==> src/verilog/fsc_pkg.sv <==
// Package of constants shared by the flyback switching controller.
package fsc_pkg;

  // ****************************************************************
  // Clock and timing.
  // ****************************************************************
  localparam int unsigned CLK_MHZ = 250;
  localparam int unsigned MAX_FREQ_KHZ = 125;
  localparam int unsigned MIN_PERIOD_CYC = (CLK_MHZ * 1000) / MAX_FREQ_KHZ;
  localparam int unsigned DEMAG_BLANK_NS = 2000;
  localparam int unsigned DEMAG_BLANK_CYC = (DEMAG_BLANK_NS * CLK_MHZ + 999) / 1000;
  localparam int unsigned MAX_ON_NS = 25000;
  localparam int unsigned MAX_ON_CYC = (MAX_ON_NS * CLK_MHZ) / 1000;
  localparam int unsigned LEB_NS = 300;
  localparam int unsigned LEB_CYC = (LEB_NS * CLK_MHZ + 999) / 1000;

  // ****************************************************************
  // Overvoltage counter.
  // ****************************************************************
  localparam int unsigned OVP_TRIP = 8;
  localparam int unsigned OVP_UP = 1;
  localparam int unsigned OVP_DOWN = 2;

  // ****************************************************************
  // Controller states.
  // ****************************************************************
  typedef enum logic [5:0] {
    ST_WAIT_SUPPLY = 6'h01,
    ST_SOFT_START = 6'h02,
    ST_ON = 6'h04,
    ST_SECONDARY = 6'h08,
    ST_WAIT_VALLEY = 6'h10,
    ST_HALT = 6'h20
  } fsc_state_t;

endpackage : fsc_pkg

==> src/verilog/fsc_sync.sv <==
// Two-flop synchroniser for a bank of comparator inputs.
`timescale 1ns/1ps
`default_nettype none
module fsc_sync #(
  parameter int unsigned WIDTH = 1
) (
  // Clock and reset.
  input wire logic clk,
  input wire logic srst,
  // Data.
  input wire logic [WIDTH-1:0] asyncIn,
  output logic [WIDTH-1:0] syncOut
);

  logic [WIDTH-1:0] meta_q;

  always_ff @(posedge clk) begin
    if (srst) begin
      meta_q <= '0;
      syncOut <= '0;
    end else begin
      meta_q <= asyncIn;
      syncOut <= meta_q;
    end
  end

endmodule : fsc_sync
`default_nettype wire

==> src/verilog/fsc_flyback_switching_controller.sv <==
// Flyback switching controller: gate sequencing, modes and protections.
//
// Overview of operation
// - Light load: valley skipping, cap 125 kHz.
// - Frequency reduction: oscillator slows, peak limit quarter.
// - Frequency reduction signals burst; 50 mV hysteresis.
// - After oscillator and demag, wait for valley.
// - Current reaching threshold ends on-time.
// - Gate latched; one turn-on per cycle.
// - No new stroke before secondary stroke ends.
// - Slow demag lengthens off-time cycle by cycle.
// - Ignore demag for 2 us after turn-off.
// - Aux open stops switching; auto resume.
// - Disconnect loop pull-up above 2.5 V.
// - Loop pin above 4.5 V inhibits switching.
// - Loop pin shorted to ground inhibits switching.
// - Soft-start current on at supply start level.
// - Start when bus sense and 0.5 V reached.
// - Soft-start current off once switching starts.
// - On-time over 25 us: safe restart.
// - Overvoltage sampled only during secondary stroke.
// - Counter up per event, down twice as fast.
// - Counter reaching 8 trips off and latches.
// - Overvoltage latch holds until supply collapses.
// - Blank overcurrent after turn-on.
`timescale 1ns/1ps
`default_nettype none
module fsc_flyback_switching_controller #(
  parameter int unsigned MAX_ON_CYCLES = fsc_pkg::MAX_ON_CYC,
  parameter int unsigned PERIOD_WIDTH = 16
) (
  // Clock and reset.
  input wire logic clk,
  input wire logic srst,
  // Comparator inputs from the analog front ends.
  input wire logic supplyStartup,
  input wire logic supplyUvlo,
  input wire logic busOutputSenseStart,
  input wire logic currentSenseSoftDone,
  input wire logic currentSenseTrip,
  input wire logic currentSenseQuarterTrip,
  input wire logic auxDemagDone,
  input wire logic auxValley,
  input wire logic auxOpen,
  input wire logic auxOvpEvent,
  input wire logic loopControlAbove2v5,
  input wire logic loopControlAbove4v5,
  input wire logic loopControlShorted,
  input wire logic loopControlFreqRedEnter,
  input wire logic loopControlFreqRedExit,
  // Controlled oscillator period request in clock cycles.
  input wire logic [PERIOD_WIDTH-1:0] oscPeriodCycles,
  // Outputs.
  output logic gateDriveOutput,
  output logic softStartCurrentEn,
  output logic loopPullupEn,
  output logic burstModeReq,
  output logic peakLimitQuarter,
  output logic ovpLatched,
  output logic safeRestart
);

  // ****************************************************************
  // Input synchronisation.
  // ****************************************************************
  localparam int unsigned NIN = 15;
  logic [NIN-1:0] syncIn;
  logic supUp, supLow, busStart, ssDone, csTrip, csQuarter, demag, valley;
  logic auxOpn, ovpEv, lc25, lc45, lcShort, frEnter, frExit;

  fsc_sync #(.WIDTH(NIN)) uSync (
    .clk(clk),
    .srst(srst),
    .asyncIn({supplyStartup, supplyUvlo, busOutputSenseStart, currentSenseSoftDone,
      currentSenseTrip, currentSenseQuarterTrip, auxDemagDone, auxValley, auxOpen,
      auxOvpEvent, loopControlAbove2v5, loopControlAbove4v5, loopControlShorted,
      loopControlFreqRedEnter, loopControlFreqRedExit}),
    .syncOut(syncIn)
  );

  assign {supUp, supLow, busStart, ssDone, csTrip, csQuarter, demag, valley, auxOpn,
    ovpEv, lc25, lc45, lcShort, frEnter, frExit} = syncIn;

  // ****************************************************************
  // Control state.
  // ****************************************************************
  fsc_pkg::fsc_state_t state_q;
  logic freqRed_q;
  logic [PERIOD_WIDTH-1:0] osc_q;
  logic oscHigh;
  logic [15:0] onCnt_q;
  logic [15:0] blankCnt_q;
  logic [3:0] ovpCnt_q;
  logic ovpSeen_q;
  logic inhibit;
  logic endOn;
  logic maxOnHit;
  logic [PERIOD_WIDTH-1:0] periodLimit;

  localparam logic [PERIOD_WIDTH-1:0] MIN_PERIOD = PERIOD_WIDTH'(fsc_pkg::MIN_PERIOD_CYC);
  localparam logic [15:0] ON_LIMIT = 16'(MAX_ON_CYCLES);
  localparam logic [15:0] LEB = 16'(fsc_pkg::LEB_CYC);
  localparam logic [15:0] DEMAG_BLANK = 16'(fsc_pkg::DEMAG_BLANK_CYC);
  localparam logic [3:0] OVP_TRIP = 4'(fsc_pkg::OVP_TRIP);
  localparam logic [3:0] OVP_UP = 4'(fsc_pkg::OVP_UP);
  localparam logic [3:0] OVP_DOWN = 4'(fsc_pkg::OVP_DOWN);

  // Faults that stop switching; all but the overvoltage latch clear without a restart.
  assign inhibit = auxOpn || lc45 || lcShort || ovpLatched;

  // Never faster than the maximum frequency; in frequency reduction the oscillator may ask for longer.
  assign periodLimit = (freqRed_q && (oscPeriodCycles > MIN_PERIOD)) ? oscPeriodCycles : MIN_PERIOD;
  assign oscHigh = (osc_q >= periodLimit);

  // Leading-edge blanking masks the current comparators right after turn-on.
  assign endOn = (onCnt_q >= LEB) && (freqRed_q ? csQuarter : csTrip);
  assign maxOnHit = (onCnt_q >= ON_LIMIT - 16'h0001);

  // ****************************************************************
  // Frequency reduction mode with hysteresis.
  // ****************************************************************
  always_ff @(posedge clk) begin
    if (srst) begin
      freqRed_q <= 1'b0;
    end else if (!freqRed_q && frEnter) begin
      freqRed_q <= 1'b1;
    end else if (freqRed_q && frExit) begin
      freqRed_q <= 1'b0;
    end
  end

  // ****************************************************************
  // Main sequencer.
  // ****************************************************************
  always_ff @(posedge clk) begin
    if (srst) begin
      state_q <= fsc_pkg::ST_WAIT_SUPPLY;
    end else if (supLow || safeRestart) begin
      state_q <= fsc_pkg::ST_WAIT_SUPPLY;
    end else begin
      unique case (state_q)
        fsc_pkg::ST_WAIT_SUPPLY: begin
          if (supUp) begin
            state_q <= fsc_pkg::ST_SOFT_START;
          end
        end
        fsc_pkg::ST_SOFT_START: begin
          if (busStart && ssDone && !inhibit) begin
            state_q <= fsc_pkg::ST_ON;
          end
        end
        fsc_pkg::ST_ON: begin
          if (inhibit || endOn || maxOnHit) begin
            state_q <= fsc_pkg::ST_SECONDARY;
          end
        end
        fsc_pkg::ST_SECONDARY: begin
          // A slow demag simply keeps us here, stretching the off-time.
          if ((blankCnt_q >= DEMAG_BLANK) && demag) begin
            state_q <= fsc_pkg::ST_WAIT_VALLEY;
          end
        end
        fsc_pkg::ST_WAIT_VALLEY: begin
          if (oscHigh && valley && !inhibit) begin
            state_q <= fsc_pkg::ST_ON;
          end
        end
        fsc_pkg::ST_HALT: begin
          state_q <= fsc_pkg::ST_WAIT_SUPPLY;
        end
      endcase
    end
  end

  // ****************************************************************
  // Gate latch: set on the valley launch or the soft-start launch, cleared at end of on-time.
  // ****************************************************************
  always_ff @(posedge clk) begin
    if (srst) begin
      gateDriveOutput <= 1'b0;
    end else if (supLow || safeRestart || inhibit) begin
      gateDriveOutput <= 1'b0;
    end else if (state_q == fsc_pkg::ST_ON) begin
      if (endOn || maxOnHit) begin
        gateDriveOutput <= 1'b0;
      end
    end else if (((state_q == fsc_pkg::ST_WAIT_VALLEY) && oscHigh && valley) ||
                 ((state_q == fsc_pkg::ST_SOFT_START) && busStart && ssDone)) begin
      gateDriveOutput <= 1'b1;
    end
  end

  // ****************************************************************
  // Timers: oscillator, on-time, demag blanking.
  // ****************************************************************
  always_ff @(posedge clk) begin
    if (srst || (state_q == fsc_pkg::ST_ON) && (onCnt_q == 16'h0000)) begin
      osc_q <= '0;
    end else if (!oscHigh) begin
      osc_q <= osc_q + PERIOD_WIDTH'(1);
    end
  end

  always_ff @(posedge clk) begin
    if (srst || (state_q != fsc_pkg::ST_ON)) begin
      onCnt_q <= 16'h0000;
    end else begin
      onCnt_q <= onCnt_q + 16'h0001;
    end
  end

  always_ff @(posedge clk) begin
    if (srst || (state_q != fsc_pkg::ST_SECONDARY)) begin
      blankCnt_q <= 16'h0000;
    end else if (blankCnt_q < DEMAG_BLANK) begin
      blankCnt_q <= blankCnt_q + 16'h0001;
    end
  end

  always_ff @(posedge clk) begin
    if (srst) begin
      safeRestart <= 1'b0;
    end else begin
      safeRestart <= (state_q == fsc_pkg::ST_ON) && maxOnHit && !endOn;
    end
  end

  // ****************************************************************
  // Overvoltage counter and latch.
  // ****************************************************************
  always_ff @(posedge clk) begin
    if (srst || (state_q == fsc_pkg::ST_ON)) begin
      ovpSeen_q <= 1'b0;
    end else if ((state_q == fsc_pkg::ST_SECONDARY) && ovpEv) begin
      ovpSeen_q <= 1'b1;
    end
  end

  // Counter settles once per cycle, at the valley turn-on.
  // Valleys seen while a fault holds the gate off are not turn-ons, so they leave the count alone.
  // A full count would set the latch again at once, so the supply collapse empties it as well.
  always_ff @(posedge clk) begin
    if (srst || supLow) begin
      ovpCnt_q <= 4'h0;
    end else if ((state_q == fsc_pkg::ST_WAIT_VALLEY) && oscHigh && valley && !inhibit) begin
      if (ovpSeen_q) begin
        ovpCnt_q <= (ovpCnt_q < OVP_TRIP) ? ovpCnt_q + OVP_UP : ovpCnt_q;
      end else begin
        ovpCnt_q <= (ovpCnt_q > OVP_DOWN) ? ovpCnt_q - OVP_DOWN : 4'h0;
      end
    end
  end

  // The supply collapse is the only way out of the latch.
  always_ff @(posedge clk) begin
    if (srst) begin
      ovpLatched <= 1'b0;
    end else if (ovpCnt_q >= OVP_TRIP) begin
      ovpLatched <= 1'b1;
    end else if (supLow) begin
      ovpLatched <= 1'b0;
    end
  end

  // ****************************************************************
  // Pin bias and mode outputs.
  // ****************************************************************
  always_ff @(posedge clk) begin
    if (srst) begin
      softStartCurrentEn <= 1'b0;
      loopPullupEn <= 1'b1;
      burstModeReq <= 1'b0;
      peakLimitQuarter <= 1'b0;
    end else begin
      softStartCurrentEn <= (state_q == fsc_pkg::ST_SOFT_START);
      loopPullupEn <= !lc25;
      burstModeReq <= freqRed_q;
      peakLimitQuarter <= freqRed_q;
    end
  end

endmodule : fsc_flyback_switching_controller
`default_nettype wire

==> config.mk <==
export PLATFORM = sky130hd
export DESIGN_NAME = fsc_flyback_switching_controller
export DESIGN_NICKNAME = d
export VERILOG_FILES = /design/src/verilog/fsc_pkg.sv /design/src/verilog/fsc_sync.sv /design/src/verilog/fsc_flyback_switching_controller.sv
export SDC_FILE = /design/constraint.sdc
export NUM_CORES = 1
export LEC_CHECK = 0
export BUFFER_PORTS_ARGS = -buffer_cell sky130_fd_sc_hd__buf_4
export CAP_MARGIN = 20
export CORE_ASPECT_RATIO = 1.5
export CORE_MARGIN = 5
export CORE_UTILIZATION = 44
export CTS_CLUSTER_DIAMETER = 120
export DETAILED_ROUTE_END_ITERATION = 10
export PLACE_DENSITY = 0.62
export SYNTH_ARGS = -nofsm -noshare
export SYNTH_HDL_FRONTEND = slang
export SYNTH_SLANG_ARGS = --single-unit
==> constraint.sdc <==
create_clock -name clk -period 3.9 [get_ports clk]
set_input_delay 0.39 -clock clk [delete_from_list [all_inputs] [get_ports clk]]
set_output_delay 0.39 -clock clk [all_outputs]
set_load 0.005 [all_outputs]
==> run metrics <==
Die Area=0.0118 mm²; Synth Area in Compound Gates=12.6%; mux share of post-synthesis cell area=0.469%; Hold EP=uSync.meta_q[4]; pin count of the biggest net entering global routing=44; DR vias/cell=5.33; Reg2Reg Capture Point=osc_q[15]; Final Cell Area=0.00500 mm²; sequential fraction of the synthesis area=about 45%; crit-path max cell delay=0.51 ns; cts hold-fix bufs=0; post-synthesis xor/xnor area fraction=4.11%; core area=0.00958 mm²; CTS tree=built; Post-Syn Nets=545; Max-Cap Viols=0; RSZ-0062 raised after global routing=false; Post-DRT Antenna Nets=0; ys flop type=dfxtp_1; most frequent cells in the layout=dfxtp_1, nor2_1, buf_4, nand2_1; # nets final=585; Seq cells post-synth=95; Residual DRC=0; count of final setup violators=0; clock share of power=44.8%; antenna cell count=0; largest family of logic cells by synthesized area=simple AND/OR/NAND/NOR gates; Num CTS Buffers=9; achievable frequency=290 MHz; final hold vios=0; adder-cell share of the synthesized area=8.21%; average size of a mapped cell=8.82 µm²; P_leak=1.92 nW; GRT Overall Usage=15.6%; crit path launch=oscPeriodCycles[0]; dpl cells=628; Area growth syn-to-layout=17.1%; status=complete, no violations; worst slew pin tran=0.844 ns; non-filler cells, final=around 640; Initial Util=between 40% and 50%; # rows=44; Worst R2R Setup Slack=approximately 0.84 ns; simple-gate portion of the synthesized area=26.7%; per-cell routed wire length=13.5 µm; post-CTS setup buffers=0; CP Launch Type=input port; total wire length=about 8700 µm; r2r startpoint=freqRed_q; crit end category=flop; Setup Crit Path Kind=in2reg; Tmin final=3.44 ns; final HPWL from detailed placement=6700 µm; crit-path most repeated cell=a21oi_1; clk slew on worst S/H paths=0.07 ns; global-route wire length before repair=15,100 µm; via count=3,434; Yosys warning count=0; Final period util=88.3%; drt pass-1 iters=4; setup TNS=0 ns; PD cells=401 mW/mm²; CP max-delay cell=or4_1; distinct cell type count of the synthesized netlist=46; Critical Path RT=4.17 ns; H-tree Lvls=3; vias in the first global route=3,384; Longest Clk Path Bufs=2; CP Max Fanout=8; DR iter-0 viols=139; CP Cell Sequence=buf_4, or4_1, a21oi_1, nor3_1, o31ai_1, buf_4, nor2_1, ha_1, a21oi_1, nor3_1, a2111oi_4, nand4_1, or4_1, a21oi_1; Post-synth ARST share=0%; clk_skew=0.00754 ns; IO Count=40; GRT overflow=0; die height=131 µm; Int Pwr=~0.0016 W; Max-slew headroom=about 43%; FF-to-FF path depth=9; antenna violations before repair=0; total net switching power=0.000451 W; RD Place Congestion=0.788; Die Wd=90.4 µm; Mapped Area=0.00427 mm²; hold path start=loopControlAbove2v5; Min-Delay Path Class=in2reg; placed inst area=0.00469 mm²; # port buffers=39; cell count after synthesis=around 480; hold depth=2; Slew Viols, Final=0; commonest non-fill, non-tap cell in the layout=dfxtp_1; combinational share of power=5.2%; Worst EP arrival=between 3 and 4 ns; later-pin clock latency in the skew report=0.34 ns; sequential group share of total power=50.0%; EDFF count, synth=0; Sink Count=95; clock root buffer=clkbuf_16; Gates resized, CTS repair=0; share of cells above drive strength 1=roughly 12%; switching share of power=about 22%; Max VDD drop=~280 µV
-- power by group through the flow --
stage               sequential (W)  combinational [W]  clock, W
floorplan                  0.00102          0.0000595         0
global placement           0.00102           0.000103         0
detailed placement         0.00103           0.000105         0
CTS                        0.00100           0.000106  0.000919
global route               0.00100           0.000117  0.000966
finish                     0.00100           0.000103  0.000899
-- registers in the layout, summed over array words and instances (netlist names), 4 cells and up --
name           count
blankCnt_q        16
onCnt_q           16
osc_q             16
uSync.meta_q      15
uSync.syncOut     15
state_q            5
ovpCnt_q           4
-- area by class of cell --
type                    count  area [µm²]
fillers                   906        4580
multi-input cells         352        2220
flip-flops and latches     95        1900
repair buffers             46         345
clock buffers               9         225
well taps                 115         144
clock inverters             7        83.8
inverters                  20        75.1
-- synthesized netlist by cell type (4+ instances only) --
cell	n	area share (%)
nor3_1	11	1.3
o211ai_1	4	0.70
nand4_1	14	2.1
or4_1	5	0.88
nor2b_1	32	4.7
nand2b_1	4	0.59
o21ai_0	19	2.2
a31oi_1	5	0.73
xnor2_1	12	2.5
clkbuf_1	15	1.3
a21oi_1	32	3.8
nand2_1	33	2.9
or3_1	16	2.3
nor4_1	6	0.88
dfxtp_1	95	45
inv_1	20	1.8
nor2_1	51	4.5
nand3_1	20	2.3
and2_1	8	1.2
o21a_1	5	0.88
xor2_1	8	1.6
and3_1	5	0.73
ha_1	28	8.2
-- worst max path at each step --
stage,endpoint,slack [ns]
after floorplan,osc_q[6],0.39
after global placement,osc_q[15],0.14
after detailed placement,osc_q[15],0.1
after CTS,osc_q[15],0.43
after global routing,osc_q[15],0.23
final,osc_q[15],0.46
-- kinds of logic (layout without fill, tap and decap cells) --
kind of cell | count (synthesis) | in the layout
fa+ha+maj | 28 | 28
compound gates | 85 | 85
flops | 95 | 95
simple gates | 217 | 217
xor+xnor | 20 | 20
mux | 2 | 2
buf+inv | 37 | 82
-- layer usage --
layer | GRT usage (%) | vias up | part of all wire, %
met5 | 0 | - | 0
met4 | 6.84 | 0 | 2.2
met3 | 3.44 | 17 | 3.5
met2 | 29.4 | 52 | 52
met1 | 16.6 | 1593 | 43
li1 | - | 1772 | -
-- metrics by stage --
step	setup slack (ns)	util [%]	power, W	hold slack [ns]
6_report	0.457	52.2	0.00200	0.256
5_1_grt	0.230	52.2	0.00209	0.259
4_1_cts	0.431	52.2	0.00203	0.252
3_5_place_dp	0.0953	48.9	0.00113	0.368
3_3_place_gp	0.139	48.9	0.00113	0.358
2_1_floorplan	0.385	-	0.00108	0.356
-- critical path: cells and delay by family --
kind,cells,cell delay (ns)
buf+inv,2,0.29
fa+ha+maj,1,0.28
simple gates,6,1.56
compound gates,5,1.19
Power figures use the tool's default switching activity.
